**config.mk**
```make
export PLATFORM = sky130hd
export DESIGN_NAME = ptc_top
export DESIGN_NICKNAME = d
export VERILOG_FILES = /design/src/pkg/ptc_pkg.sv /design/src/design/ptc_tick_gen.sv /design/src/design/ptc_bcd_bin.sv /design/src/design/ptc_top.sv
export SDC_FILE = /design/constraint.sdc
export NUM_CORES = 1
export LEC_CHECK = 0
export ABC_AREA = 1
export BUFFER_PORTS_ARGS = -buffer_cell sky130_fd_sc_hd__buf_2
export CORE_UTILIZATION = 30
export DETAILED_ROUTE_END_ITERATION = 6
export GPL_TIMING_DRIVEN = 0
export RECOVER_POWER = 50
export SKIP_CTS_REPAIR_TIMING = 1
export SYNTH_ARGS = -nofsm -noshare
export SYNTH_HDL_FRONTEND = slang
export SYNTH_SLANG_ARGS = --single-unit
```
**constraint.sdc**
```tcl
create_clock -name sys_clk -period 3.15 [get_ports sys_clk]
set_clock_uncertainty 0.2 [all_clocks]
set_input_delay 0.7875 -clock sys_clk [delete_from_list [all_inputs] [get_ports sys_clk]]
set_output_delay 0.7875 -clock sys_clk [all_outputs]
set_load 0.02 [all_outputs]
```
**src/pkg/ptc_pkg.sv**
```systemverilog
/*
 Constants, field layout and state type of the pulse timer cell.
 Assumes a single 50 MHz system clock and software control over APB.
*/

package ptc_pkg;

	// ================================================================
	// Timing.
	localparam int unsigned CLK_PERIOD_NS = 20;
	localparam int unsigned TB_10MS_NS    = 10_000_000;
	localparam int unsigned TICK_10MS_CYC = TB_10MS_NS / CLK_PERIOD_NS;
	localparam int unsigned MAX_DUR_S     = 9990;
	localparam int unsigned BASE_STAGES   = 4;

	// ================================================================
	// Timer word layout.
	localparam int unsigned DIGITS   = 3;
	localparam int unsigned READ_W   = 12;
	localparam int unsigned BASE_LO  = 12;
	localparam int unsigned BASE_HI  = 13;
	localparam int unsigned WORD_W   = 16;
	localparam int unsigned BIN_W    = 10;
	localparam logic [1:0]  BASE_10MS  = 2'h0;
	localparam logic [1:0]  BASE_100MS = 2'h1;
	localparam logic [1:0]  BASE_1S    = 2'h2;
	localparam logic [1:0]  BASE_10S   = 2'h3;

	// ================================================================
	// Register map, byte offsets and reset values.
	localparam int unsigned APB_AW      = 8;
	localparam logic [7:0]  OFS_CTRL    = 8'h00;
	localparam logic [7:0]  OFS_PRELOAD = 8'h04;
	localparam logic [7:0]  OFS_STATUS  = 8'h08;
	localparam logic [7:0]  OFS_TIME    = 8'h0c;
	localparam logic [7:0]  OFS_REMAIN  = 8'h10;
	localparam int unsigned CTRL_TRIG   = 0;
	localparam int unsigned CTRL_KILL   = 1;
	localparam int unsigned CTRL_EXT    = 2;
	localparam logic [2:0]  CTRL_RST    = 3'h0;
	localparam logic [13:0] PRELOAD_RST = 14'h0000;

	// Timer state.
	typedef enum logic {PT_IDLE, PT_RUN} ptc_state_t;

endpackage : ptc_pkg

```
**src/design/ptc_tick_gen.sv**
```systemverilog
/*
 Time-base tick generator: one-cycle pulses at 10 ms, 100 ms, 1 s, 10 s.
 Assumes the system clock; the 10 ms count is a parameter.
*/
`timescale 1ns/1ps
`default_nettype none

module ptc_tick_gen #(
	parameter int unsigned TICK_10MS_CYC = ptc_pkg::TICK_10MS_CYC
) (
	// Clock and reset.
	input  wire logic                           sys_clk,
	input  wire logic                           srst,
	// Tick pulses, index is the base code.
	output logic [ptc_pkg::BASE_STAGES-1:0]     tick
);
	import ptc_pkg::*;

	// Refuse a prescaler the counter cannot serve.
	if (TICK_10MS_CYC < 2) begin : g_chk
		$error("TICK_10MS_CYC must be at least 2");
	end

	logic [31:0] pre_q;  // Prescaler for the 10 ms base.

	// Prescaler wraps once per 10 ms.
	always_ff @(posedge sys_clk) begin
		if (srst || pre_q == TICK_10MS_CYC - 1)
			pre_q <= 32'h0;
		else
			pre_q <= pre_q + 32'h1;
	end
	assign tick[0] = (pre_q == TICK_10MS_CYC - 1);

	for (genvar i = 1; i < BASE_STAGES; i++) begin : g_dec
		logic [3:0] dec_q;  // Decade counter of this stage.
		always_ff @(posedge sys_clk) begin
			if (srst)
				dec_q <= 4'h0;
			else if (tick[i-1])
				dec_q <= (dec_q == 4'h9) ? 4'h0 : dec_q + 4'h1;
		end
		assign tick[i] = tick[i-1] && (dec_q == 4'h9);

	end
endmodule : ptc_tick_gen
`default_nettype wire

```
**src/design/ptc_bcd_bin.sv**
```systemverilog
/*
 Registered three-digit BCD to binary converter for the remaining count.
 Assumes digits already hold values 0 to 9.
*/
`timescale 1ns/1ps
`default_nettype none

module ptc_bcd_bin (
	// Clock and reset.
	input  wire logic                          sys_clk,
	input  wire logic                          srst,
	// BCD reading in, binary word out.
	input  wire logic [ptc_pkg::READ_W-1:0]    bcd,
	output logic      [ptc_pkg::WORD_W-1:0]    bin_q
);
	import ptc_pkg::*;

	logic [WORD_W-1:0] sum;  // Weighted sum of digits.

	always_comb begin
		sum = 16'(bcd[3:0]) + 16'(bcd[7:4]) * 16'h000a + 16'(bcd[11:8]) * 16'h0064;
	end

	// One register stage keeps the output glitch free.
	always_ff @(posedge sys_clk) begin
		if (srst)
			bin_q <= 16'h0000;
		else
			bin_q <= sum;
	end
endmodule : ptc_bcd_bin
`default_nettype wire

```
**src/design/ptc_top.sv**
```systemverilog
/*
 Pulse timer cell with pulse and extended pulse modes, APB controlled.
 Assumes an APB master on sys_clk; trigger and kill come from software.
*/
// The placing of the registers and register access over APB were decided locally.
`timescale 1ns/1ps
`default_nettype none

module ptc_top #(
	parameter int unsigned TICK_10MS_CYC = ptc_pkg::TICK_10MS_CYC
) (
	// Clock and reset.
	input  wire logic                         sys_clk,
	input  wire logic                         srst,
	// APB slave.
	input  wire logic                         psel,
	input  wire logic                         penable,
	input  wire logic                         pwrite,
	input  wire logic [ptc_pkg::APB_AW-1:0]   paddr,
	input  wire logic [31:0]                  pwdata,
	output logic      [31:0]                  prdata,
	output logic                              pready,
	output logic                              pslverr,
	// Timer results.
	output logic                              pulse_out,
	output logic      [ptc_pkg::WORD_W-1:0]   remaining_count,
	output logic      [ptc_pkg::WORD_W-1:0]   bcd_time_value
);
	import ptc_pkg::*;

	// ================================================================
	// Declarations.
	logic                   trig_q;       // Trigger level from software.
	logic                   kill_q;       // Kill level from software.
	logic                   ext_q;        // Selects extended_pulse_mode.
	logic                   trig_prev_q;  // Trigger one cycle earlier.
	logic                   kill_prev_q;  // Kill one cycle earlier.
	logic [13:0]            preload_q;    // Preload_value word.
	ptc_state_t             state_q;      // Running or idle.
	ptc_state_t             state_d;      // Next state.
	logic [READ_W-1:0]      reading_q;    // BCD reading.
	logic [READ_W-1:0]      reading_d;    // Next reading.
	logic [1:0]             base_q;       // Time base code.
	logic [1:0]             base_d;       // Next time base.
	logic                   load_en;      // Preload taken this cycle.
	logic                   trig_rise;    // Trigger rising edge.
	logic                   trig_fall;    // Trigger falling edge.
	logic                   kill_rise;    // Kill rising edge.
	logic [BASE_STAGES-1:0] tick;         // All base ticks.
	logic                   tick_sel;     // Tick of the held base.
	logic                   access;       // APB access phase.
	logic                   wr_en;        // Write completes now.
	logic                   mapped;       // Address is a register.
	logic [31:0]            rd_mux;       // Read data selection.

	// Refuse a prescaler the tick generator cannot serve.
	if (TICK_10MS_CYC < 2) begin : g_chk
		$error("TICK_10MS_CYC must be at least 2");
	end

	if (999 * 10 != MAX_DUR_S) begin : g_dur
		$error("three digits at 10 s must reach the longest duration");
	end

	// ================================================================
	// Helper functions.

	// Decrements a three-digit BCD value, stopping at zero.
	function automatic logic [READ_W-1:0] bcd_dec(input logic [READ_W-1:0] v);
		logic [READ_W-1:0] r;
		logic              borrow;
		r      = v;
		borrow = 1'b1;
		if (v != 12'h000) begin
			for (int d = 0; d < DIGITS; d++) begin
				if (borrow) begin
					if (v[d*4 +: 4] == 4'h0) begin
						r[d*4 +: 4] = 4'h9;
					end else begin
						r[d*4 +: 4] = v[d*4 +: 4] - 4'h1;
						borrow      = 1'b0;
					end
				end
			end
		end
		return r;
	endfunction : bcd_dec

	// Clamps any non-decimal digit to nine.
	function automatic logic [READ_W-1:0] bcd_fix(input logic [READ_W-1:0] v);
		logic [READ_W-1:0] r;
		r = v;
		for (int d = 0; d < DIGITS; d++) begin
			if (v[d*4 +: 4] > 4'h9)
				r[d*4 +: 4] = 4'h9;
		end
		return r;
	endfunction : bcd_fix

	// ================================================================
	// Time base ticks.
	ptc_tick_gen #(
		.TICK_10MS_CYC (TICK_10MS_CYC)
	) u_tick (
		.sys_clk (sys_clk),
		.srst    (srst),
		.tick    (tick)
	);

	assign tick_sel = tick[base_q];

	// ================================================================
	// APB slave with one wait state.
	assign access = psel && penable;
	assign wr_en  = access && pready && pwrite;

	// Decodes the address and selects read data.
	always_comb begin
		mapped = 1'b1;
		rd_mux = 32'h0;
		case (paddr)
			OFS_CTRL:    rd_mux = {29'h0, ext_q, kill_q, trig_q};
			OFS_PRELOAD: rd_mux = {18'h0, preload_q};
			OFS_STATUS:  rd_mux = {31'h0, state_q == PT_RUN};
			OFS_TIME:    rd_mux = {16'h0, bcd_time_value};
			OFS_REMAIN:  rd_mux = {16'h0, remaining_count};
			default:     mapped = 1'b0;
		endcase
	end

	// Answers the second access cycle; data and error are captured before.
	always_ff @(posedge sys_clk) begin
		if (srst) begin
			pready  <= 1'b0;
			prdata  <= 32'h0;
			pslverr <= 1'b0;
		end else if (access && !pready) begin
			pready  <= 1'b1;
			prdata  <= pwrite ? 32'h0 : rd_mux;
			pslverr <= !mapped;
		end else begin
			pready  <= 1'b0;
			pslverr <= 1'b0;
		end
	end

	// Control register: trigger, kill and mode levels.
	always_ff @(posedge sys_clk) begin
		if (srst) begin
			{ext_q, kill_q, trig_q} <= CTRL_RST;
		end else if (wr_en && paddr == OFS_CTRL) begin
			trig_q <= pwdata[CTRL_TRIG];
			kill_q <= pwdata[CTRL_KILL];
			ext_q  <= pwdata[CTRL_EXT];
		end
	end

	always_ff @(posedge sys_clk) begin
		if (srst)
			preload_q <= PRELOAD_RST;
		else if (wr_en && paddr == OFS_PRELOAD)
			preload_q <= pwdata[13:0];
	end

	// ================================================================
	// Edge detection.

	always_ff @(posedge sys_clk) begin
		if (srst) begin
			trig_prev_q <= 1'b0;
			kill_prev_q <= 1'b0;
		end else begin
			trig_prev_q <= trig_q;
			kill_prev_q <= kill_q;
		end
	end
	assign trig_rise = trig_q && !trig_prev_q;
	assign trig_fall = !trig_q && trig_prev_q;
	assign kill_rise = kill_q && !kill_prev_q;

	// ================================================================
	// Timer next state.
	always_comb begin
		state_d   = state_q;
		reading_d = reading_q;
		base_d    = base_q;
		load_en   = 1'b0;
		case (state_q)
			PT_IDLE: begin
				if (trig_rise)
					load_en = 1'b1;
			end
			PT_RUN: begin
				if (kill_rise) begin
					reading_d = 12'h000;
					base_d    = BASE_10MS;
					state_d   = PT_IDLE;
				end else if (!ext_q && trig_fall) begin
					state_d = PT_IDLE;
				end else if (ext_q && trig_rise) begin
					load_en = 1'b1;
				end else if (tick_sel) begin
					reading_d = bcd_dec(reading_q);
					if (reading_q <= 12'h001)
						state_d = PT_IDLE;
				end
			end
			default: state_d = PT_IDLE;
		endcase
		if (load_en) begin
			// base from bits 12 and 13
			reading_d = bcd_fix(preload_q[READ_W-1:0]);
			base_d    = preload_q[BASE_HI:BASE_LO];
			// first interval may be partial, zero never runs
			state_d   = (bcd_fix(preload_q[READ_W-1:0]) != 12'h000) ? PT_RUN : PT_IDLE;
		end
	end

	// Timer registers and the pulse output.
	always_ff @(posedge sys_clk) begin
		if (srst) begin
			state_q   <= PT_IDLE;
			reading_q <= 12'h000;
			base_q    <= BASE_10MS;
			pulse_out <= 1'b0;
		end else begin
			state_q   <= state_d;
			reading_q <= reading_d;
			base_q    <= base_d;
			pulse_out <= (state_d == PT_RUN);
		end
	end

	// ================================================================
	// Result outputs.

	always_ff @(posedge sys_clk) begin
		if (srst)
			bcd_time_value <= 16'h0000;
		else
			bcd_time_value <= {2'h0, base_q, reading_q};
	end

	ptc_bcd_bin u_bin (
		.sys_clk (sys_clk),
		.srst    (srst),
		.bcd     (reading_q),
		.bin_q   (remaining_count)
	);
endmodule : ptc_top
`default_nettype wire

```
==> impl_metrics.json, run 1 <==
{
  "ys_types": 54,
  "drt_iter0_markers": 444,
  "fin_ws_ps": 59.8,
  "use_met3_pct": 2.51,
  "die_w_um": 151,
  "dp_cells": 1329,
  "gp_congestion": 0.848,
  "num_vias": 6398,
  "drive_above_1_share_pct": 14.9,
  "cts_num_sinks": 119,
  "area_growth_pct": 22.1,
  "cp.required_ps": 3260,
  "diodes": 0,
  "setup_viol": 0,
  "grt_first_pass_wirelength_mm": 28.9,
  "cp_slowest_cell": "dfxtp_2",
  "fmax_ghz": 0.324,
  "layout.cells.non_filler": 1370,
  "fin_area_um2": 8180,
  "powerDensity_nw_per_um2": 432,
  "hold_path_class": "register to register",
  "h-tree-depth": 4,
  "synth_top_area_share_pct": 35.5,
  "slowest_delay_ps": 400,
  "cts_tree": "done",
  "wl_per_cell_um": 13.5,
  "cts_buffers": 17,
  "ys.warnings.count": 0,
  "netlist_area_um2": 6700,
  "dr.pass1.iters": 5,
  "ys_seq_elements": 119,
  "antenna_found_initial": 0,
  "routed_wl_mm": 18.5,
  "avgViaCountPerCell": 4.67,
  "outcome": "finished, final reports clean",
  "grt_most_used_layer": "met2",
  "tightest_slew_ps": 725,
  "crit_type": "register to register",
  "die_h_um": 151,
  "peakVddDrop_mv": 0.372,
  "dieArea_um2": 22900,
  "start_util_pct": 30.6,
  "final_max_slew_viol_count": 0,
  "ant_nets": 0,
  "root_buffer": "clkbuf_16",
  "io_pins": 112,
  "placed_area_um2": 7480,
  "final_util_pct": 37.4,
  "num_rows": 54,
  "cp.arrival_ps": 3200,
  "worstPathCellList": "ha_4 > ha_4 > nand2_1 > nor2_1 > a211oi_2 > xor2_1 > inv_1 > ha_2 > a21o_1 > a31oi_4 > nor2_1 > o21ai_0 > nand2_1 > o21ai_1 > a21oi_1",
  "grt_start_max_net_pins": 17,
  "nNetsFinal": 1156,
  "clk_latency_ps": 430,
  "dp_hpwl_mm": 14.1,
  "met2_usage_pct": 25.9,
  "cp-start-kind": "register",
  "grt_use_total_pct": 16.3,
  "place.port_buffers": 68,
  "synth_area_leaders": "dfxtp_1 36%, nand2_1 12%, inv_1 7.0%",
  "crit_path_max_fanout": 6,
  "p_leak_nw": 3.45,
  "drc": 0,
  "yosysTopAreaCell": "dfxtp_1",
  "grt_pass1_vias": 5845,
  "worst_setup_hold_path_clk_slew_ps": 60,
  "cts_buffer_depth": 2,
  "syn_area_per_cell_um2": 7.00,
  "min_period_ps": 3090,
  "place_ws_ps": -188,
  "seq_area_frac_synth_pct": 35.5,
  "synthCells": 958,
  "use_met1_pct": 22.2,
  "whs_ps": 265,
  "end_kind": "register",
  "period_share_pct": 98.1,
  "worst_slew_margin_rel_pct": 51.5,
  "cap_violations": 0,
  "gr-total-overflow": 0,
  "final-hold-violation-count": 0,
  "core_um2": 21900
}
[state kept, by name, indices dropped and copies added, names as in the netlist]
| register | cells |
|---|---|
| u_tick.pre_q | 32 |
| bcd_time_value | 14 |
| prdata | 14 |
| preload_q | 14 |
| reading_q | 12 |
| u_tick.g_dec.dec_q | 12 |
| u_bin.bin_q | 11 |
| base_q | 2 |
| ext_q | 1 |
| kill_prev_q | 1 |
| kill_q | 1 |
| pready | 1 |
| pslverr | 1 |
| state_q | 1 |
| trig_prev_q | 1 |
| trig_q | 1 |
[final timing paths]
path	from	end	slack, ps	depth (start not counted)
setup reg to reg	reading_q[4]	u_bin.bin_q[7]	60	15
setup / recovery	reading_q[4]	u_bin.bin_q[7]	60	15
hold reg to reg	u_tick.pre_q[0]	u_tick.pre_q[0]	270	1
hold / removal	u_tick.pre_q[0]	u_tick.pre_q[0]	270	1
[routing by layer]
layer | wire length (um) | vias up
met2 | 8510 | 166
met5 | 0 | -
met4 | 274 | 0
met3 | 915 | 22
met1 | 8820 | 2927
li1 | - | 3283
[power by group]
part / internal, W / switching (W) / total [W]
Combinational: 0.0000465 / 0.0000917 / 0.000138
Sequential: 0.00151 / 0.00000270 / 0.00151
Clock: 0.00111 / 0.000776 / 0.00188
[placed cells by master, fill, tap and decap left out, types with 14 or more instances in the layout]
master     instances
clkbuf_1          55
dfxtp_1          115
buf_2             31
inv_1            126
nand2_1          208
nand4_1           27
nor3_1            14
o21ai_0           52
clkbuf_16         17
nor2_1           123
a21oi_1           64
buf_4             34
conb_1            24
ha_1              23
nand3_1           32
[layout make-up]
cell class	instances	area, um2
buffer	46	282
clock inverter	14	143
fill	2335	13700
sequential	119	2390
multi-input combinational	684	3740
timing repair buffer	77	355
clock buffer	18	429
tap	280	350
inverter	132	495
[critical path: cells and delay by family, from the launching register on]
kind | cells | cell delay [ps]
and+or+nand+nor | 4 | 270
AOI/OAI and AO/OA | 6 | 1070
DFF | 1 | 400
buffers and inverters | 1 | 70
adders and majority gates | 3 | 770
xor gates and xnor gates | 1 | 190
[stage by stage]
stage / TNS [ps] / power [W]
2_1_floorplan: 0 / 0.00164
3_3_place_gp: -690 / 0.00168
3_5_place_dp: -643 / 0.00168
6_report: 0 / 0.00353
4_1_cts: -702 / 0.00356
5_1_grt: -359 / 0.00364
[cells in the mapped netlist (all sizes together)]
cell and count:
o31ai 2, or2 8, o211ai 9, a31oi 2
nand3 38, dfxtp 119, o21ai 59, nand3b 2
a211oi 2, a21o 1, clkbuf 10, nand4 28
inv 132, o41ai 1, o211a 1, nand2 216
nor2 131, and3 2, o22ai 2, xor2 12
nor3b 7, nor4 5, o21a 2, ha 30
nor3 16, a21oi 67, xnor2 5, conb 1
a22oi 3, o21bai 1, fa 4, buf 36
o22a 1, a21boi 3
[logic make-up (layout without fill, tap and decap cells)]
family	after synthesis	in the layout	synth area share, %
other cells	1	24	0.0559
xor+xnor	17	17	2.22
compound gates	156	156	13.0
buf+inv	178	287	11.6
simple gates	453	453	30.7
fa+ha+maj	34	34	6.79
flops	119	119	35.5
Note: power is estimated with default switching activity, not from simulation.
==> inputs of run 2 (changes only) <==
--- a/config.mk
+++ b/config.mk
@@ -7,7 +7,7 @@
 export LEC_CHECK = 0
 export ABC_AREA = 1
 export BUFFER_PORTS_ARGS = -buffer_cell sky130_fd_sc_hd__buf_2
-export CORE_UTILIZATION = 30
+export CORE_UTILIZATION = 40
 export DETAILED_ROUTE_END_ITERATION = 6
 export GPL_TIMING_DRIVEN = 0
 export RECOVER_POWER = 50
==> run 2 against run 1 <==
  * Sequential power about the same
  * Sequential share of layout area about the same
  * Non-clock buffer count decreased by 2
  * Combinational power about the same
  * Maximum frequency increased by 3.5%
  * Critical path depth unchanged
  * Total power increased by 2.8%
  * Utilization increased by 14 points
  * Hold slack got worse by 18 ps
  * Largest cell class unchanged
==> impl_metrics.json, run 2 (synthesis gave the netlist of run 1 again) <==
{
  "grt_first_pass_wirelength_mm": 28.4,
  "avgViaCountPerCell": 4.87,
  "top_register": "u_tick.pre_q",
  "routed_wl_mm": 17.8,
  "whs_ps": 247,
  "p_leak_nw": 3.62,
  "crit_path_max_fanout": 6,
  "setup_viol": 0,
  "die_h_um": 131,
  "core_um2": 16100,
  "min_from": "u_tick.pre_q[0]",
  "dieArea_um2": 17300,
  "cp_slowest_cell": "dfxtp_4",
  "place.port_buffers": 68,
  "antenna_found_initial": 0,
  "worstPathCellList": "ha_4 > ha_4 > nand2_1 > nor2_1 > a211oi_2 > xor2_1 > inv_1 > ha_4 > a21o_1 > a31oi_4 > buf_4 > o31ai_2 > nand2_1 > nand2_1 > nor2_1",
  "final_max_slew_viol_count": 0,
  "worst_slew_margin_rel_pct": 49.6,
  "power.switching_w": 0.000828,
  "crit_type": "register to register",
  "diodes": 0,
  "startpoint": "reading_q[4]",
  "wl_per_cell_um": 13.6,
  "cp.arrival_ps": 3100,
  "cap_violations": 0,
  "slowest_delay_ps": 380,
  "num_vias": 6353,
  "r2r-start": "reading_q[4]",
  "swShare_pct": 22.8,
  "most-common-layout-cells": "209 x nand2_1, 123 x inv_1, 121 x nor2_1, 112 x dfxtp_1, 73 x buf_2",
  "fin_area_um2": 8200,
  "worst_setup_hold_path_clk_slew_ps": 60,
  "grt_use_total_pct": 20.5,
  "cp.required_ps": 3270,
  "ant_nets": 0,
  "grt_start_max_net_pins": 17,
  "drt_iter0_markers": 443,
  "sequentialPowerShare_pct": 41.6,
  "n_fill_cell": 1573,
  "crit_family": "adder cells",
  "root_buffer": "clkbuf_16",
  "tightest_slew_ps": 756,
  "min_period_ps": 2990,
  "powerDensity_nw_per_um2": 443,
  "outcome": "finished, final reports clean",
  "num_rows": 46,
  "end_kind": "register",
  "dp_hpwl_mm": 13.4,
  "final_util_pct": 50.9,
  "gp_congestion": 0.843,
  "start_util_pct": 41.6,
  "peakVddDrop_mv": 0.384,
  "cts_buffers": 17,
  "layout_commonest_cell": "nand2_1",
  "hold_path_class": "register to register",
  "p_comb_share_pct": 3.8,
  "drc": 0,
  "cts_buffer_depth": 2,
  "final-hold-violation-count": 0,
  "nNetsFinal": 1154,
  "largest_reg_flops": 32,
  "gr-total-overflow": 0,
  "cts_num_sinks": 119,
  "dr.pass1.iters": 5,
  "io_pins": 112,
  "grt_pass1_vias": 5793,
  "place_ws_ps": -230,
  "placed_area_um2": 7400,
  "drive_above_1_share_pct": 19.1,
  "area_growth_pct": 22.4,
  "clk_latency_ps": 420,
  "cts_tree": "done",
  "p_int_w": 0.00280,
  "fin_ws_ps": 163,
  "rsz0062_at_grt": "yes",
  "fmax_ghz": 0.335,
  "cp-start-kind": "register",
  "layout.cells.non_filler": 1304,
  "power_frac_clock_pct": 54.6,
  "h-tree-depth": 4,
  "period_share_pct": 94.8,
  "die_w_um": 131,
  "cp_num_buf_inv": 2,
  "dp_cells": 1265
}
## run 2: metrics by stage
stage          power (W)  TNS [ps]
2_1_floorplan    0.00164         0
3_3_place_gp     0.00168      -797
3_5_place_dp     0.00168      -956
4_1_cts          0.00365     -1040
5_1_grt          0.00372     -88.8
6_report         0.00363         0
## run 2: cell type report
type                            instances  area, um2  share of cell area, %
Inverter                              132        495                   6.04
Multi-Input combinational cell        684       3760                   45.8
Clock inverter                         14        175                   2.14
Clock buffer                           18        429                   5.23
Buffer                                 46        285                   3.48
Sequential cell                       119       2400                   29.2
Timing Repair Buffer                   75        392                   4.77
Tap cell                              216        270                   3.29
## run 2: per-layer routing
metal  global-route usage, %  wire [um]
met5                       0          0
met1                    28.1       8740
met3                    3.16        707
met4                    6.40        159
met2                    32.9       8160
## run 2: power groups by stage
stage               combinational [W]  clock, W  sequential [W]
floorplan                   0.0000939         0         0.00155
global placement             0.000137         0         0.00155
detailed placement           0.000137         0         0.00155
CTS                          0.000137   0.00200         0.00151
global route                 0.000149   0.00206         0.00151
finish                       0.000138   0.00198         0.00151
## run 2: final timing paths
| path | endpoint | slack [ps] | cells after the start |
|---|---|---|---|
| setup / recovery | u_bin.bin_q[9] | 160 | 15 |
| setup reg to reg | u_bin.bin_q[9] | 160 | 15 |
| hold / removal | u_tick.pre_q[0] | 250 | 1 |
| hold reg to reg | u_tick.pre_q[0] | 250 | 1 |
==> inputs of run 3 (changes only) <==
--- a/config.mk
+++ b/config.mk
@@ -5,7 +5,6 @@
 export SDC_FILE = /design/constraint.sdc
 export NUM_CORES = 1
 export LEC_CHECK = 0
-export ABC_AREA = 1
 export BUFFER_PORTS_ARGS = -buffer_cell sky130_fd_sc_hd__buf_2
 export CORE_UTILIZATION = 40
 export DETAILED_ROUTE_END_ITERATION = 6
==> run 3 against run 2 <==
  * Critical path depth fell by 2
  * Final area decreased by 4.5%
  * Routed wire length shrank 8.7%
  * Utilization down 1.4 points
  * Die area shrank 3.7%
  * Sequential cell count did not move
  * Final cell count is 18% lower
  * Sequential share of layout area rose by 1.4 points
  * Register-to-register slack worse by 160 ps
  * Non-clock buffer count increased by 6
  * Hold slack got worse by 2.1 ps
  * Combinational power about the same
  * Highest routed layer unchanged
==> impl_metrics.json, run 3 <==
{
  "diodes": 0,
  "yosysTopAreaCell": "dfxtp_1",
  "cp-start-kind": "register",
  "drc": 0,
  "synthTopCellsByCount": "119 x dfxtp_1, 88 x nor2_1, 35 x a21oi_1",
  "ys.warnings.count": 0,
  "p_int_w": 0.00266,
  "gr-total-overflow": 0,
  "power_w": 0.00348,
  "cts_tree": "done",
  "worst_setup_hold_path_clk_slew_ps": 60,
  "crit_path_max_fanout": 5,
  "p_leak_nw": 3.17,
  "die_w_um": 129,
  "nNetsFinal": 918,
  "dr.pass1.iters": 4,
  "ys_types": 66,
  "fin_area_um2": 7840,
  "period_share_pct": 99.8,
  "cap_violations": 0,
  "drt_iter0_markers": 210,
  "cts_buffer_depth": 2,
  "peakVddDrop_mv": 0.467,
  "num_vias": 5477,
  "grt_pass1_vias": 4921,
  "synth_top_area_share_pct": 36.9,
  "antenna_found_initial": 1,
  "setup_viol": 0,
  "hold_path_class": "register to register",
  "wl_per_cell_um": 15.2,
  "ant_nets": 0,
  "largest_reg_flops": 32,
  "crit_type": "register to register",
  "cp.required_ps": 3300,
  "startpoint": "reading_q[5]",
  "layout_commonest_cell": "dfxtp_1",
  "clk_latency_ps": 420,
  "p_comb_share_pct": 3.9,
  "r2r-start": "reading_q[5]",
  "power.switching_w": 0.000821,
  "most-common-layout-cells": "112 x dfxtp_1, 86 x nor2_1, 73 x clkbuf_1, 34 x mux2i_1, 32 x a21oi_1",
  "drive_above_1_share_pct": 15.8,
  "sequentialPowerShare_pct": 43.4,
  "async_flop_share_pct": 0,
  "cts_buffers": 17,
  "dieArea_um2": 16600,
  "root_buffer": "clkbuf_16",
  "io_pins": 112,
  "cp.arrival_ps": 3290,
  "tightest_slew_ps": 791,
  "synth.most_common_cell": "dfxtp_1",
  "gp_congestion": 0.862,
  "area_growth_pct": 21.5,
  "fmax_ghz": 0.318,
  "seq_area_frac_synth_pct": 36.9,
  "netlist_area_um2": 6450,
  "num_rows": 46,
  "syn_area_per_cell_um2": 8.88,
  "grt_start_max_net_pins": 17,
  "swShare_pct": 23.6,
  "synth_edf_count": 0,
  "powerDensity_nw_per_um2": 444,
  "worst_slew_margin_rel_pct": 46.8,
  "core_um2": 15800,
  "end_kind": "register",
  "whs_ps": 245,
  "final_max_slew_viol_count": 0,
  "synthFlopType": "dfxtp_1",
  "routed_wl_mm": 16.2,
  "synth_area_leaders": "dfxtp_1 37%, ha_1 5.8%, mux2i_1 5.3%",
  "grt_use_total_pct": 19.7,
  "outcome": "finished, final reports clean",
  "synthCells": 726,
  "dp_hpwl_mm": 12.2,
  "ys_seq_elements": 119,
  "placed_area_um2": 7160,
  "grt_first_pass_wirelength_mm": 25.3,
  "place.port_buffers": 67,
  "final-hold-violation-count": 0,
  "cts_num_sinks": 119,
  "avgViaCountPerCell": 5.13,
  "top_register": "u_tick.pre_q",
  "rsz0062_at_grt": "yes",
  "start_util_pct": 40.7,
  "min_period_ps": 3140,
  "power_frac_clock_pct": 52.7,
  "die_h_um": 129,
  "h-tree-depth": 4,
  "fin_tns_setup_ps": 0,
  "min_from": "u_tick.pre_q[0]"
}
run 3: layout make-up:
class | count | area [um2]
clock inverters | 14 | 124
plain buffers | 56 | 305
clock buffers | 18 | 439
well taps | 216 | 270
flip-flops and latches | 119 | 2400
inverters | 29 | 109
repair buffers | 71 | 314
fillers | 1568 | 7990
multi-input cells | 545 | 3870
run 3: worst paths after layout:
check | to | cells past startpoint | slack, ps
worst min-delay path | u_tick.pre_q[0] | 1 | 240
worst max-delay path | u_bin.bin_q[10] | 13 | 6
worst max register to register | u_bin.bin_q[10] | 13 | 6
worst min register to register | u_tick.pre_q[0] | 1 | 240
run 3: per-stage QoR:
step / std cells / worst slack (ps) / util [%]
5_1_grt: 1068 / -94.6 / 49.5
6_report: 1068 / 6.22 / 49.5
3_5_place_dp: 1032 / -345 / 45.2
3_3_place_gp: 1032 / -301 / 45.2
4_1_cts: 1064 / -357 / 48.8
2_1_floorplan: 749 / 24.1 / -
run 3: cell families after synthesis:
logic type                 count (synthesis)  share of synthesized area (%)
AOI/OAI and AO/OA                        122                           12.5
other                                      1                         0.0582
muxes                                     48                           8.07
adders and majority gates                 34                           7.06
DFF                                      119                           36.9
buffers and inverters                     85                           6.42
and+or+nand+nor                          275                           23.3
xor gates and xnor gates                  42                           5.70
run 3: power groups by stage:
stage	combinational, W	clock [W]	sequential (W)
2_1_floorplan	0.0000937	0	0.00155
3_3_place_gp	0.000137	0	0.00154
3_5_place_dp	0.000136	0	0.00154
4_1_cts	0.000137	0.00186	0.00151
5_1_grt	0.000149	0.00194	0.00151
6_report	0.000136	0.00183	0.00151
run 3: critical path, cell delays in order, from the launching register on:
cell	delay, ps
dfxtp_4	350
ha_4	270
ha_4	120
inv_2	30
fa_1	480
nor2b_2	160
o21ai_2	90
mux2_4	280
o21ai_4	140
ha_4	170
buf_6	100
a2111oi_4	40
or4_4	490
a21oi_2	150
run 3: metal layers:
metal | wire [um] | share of wire, % | track usage (%)
met5 | 0 | 0 | 0
met4 | 151 | 0.93 | 6.16
met3 | 900 | 5.6 | 4.53
met2 | 7160 | 44 | 31.3
met1 | 8000 | 49 | 26.5
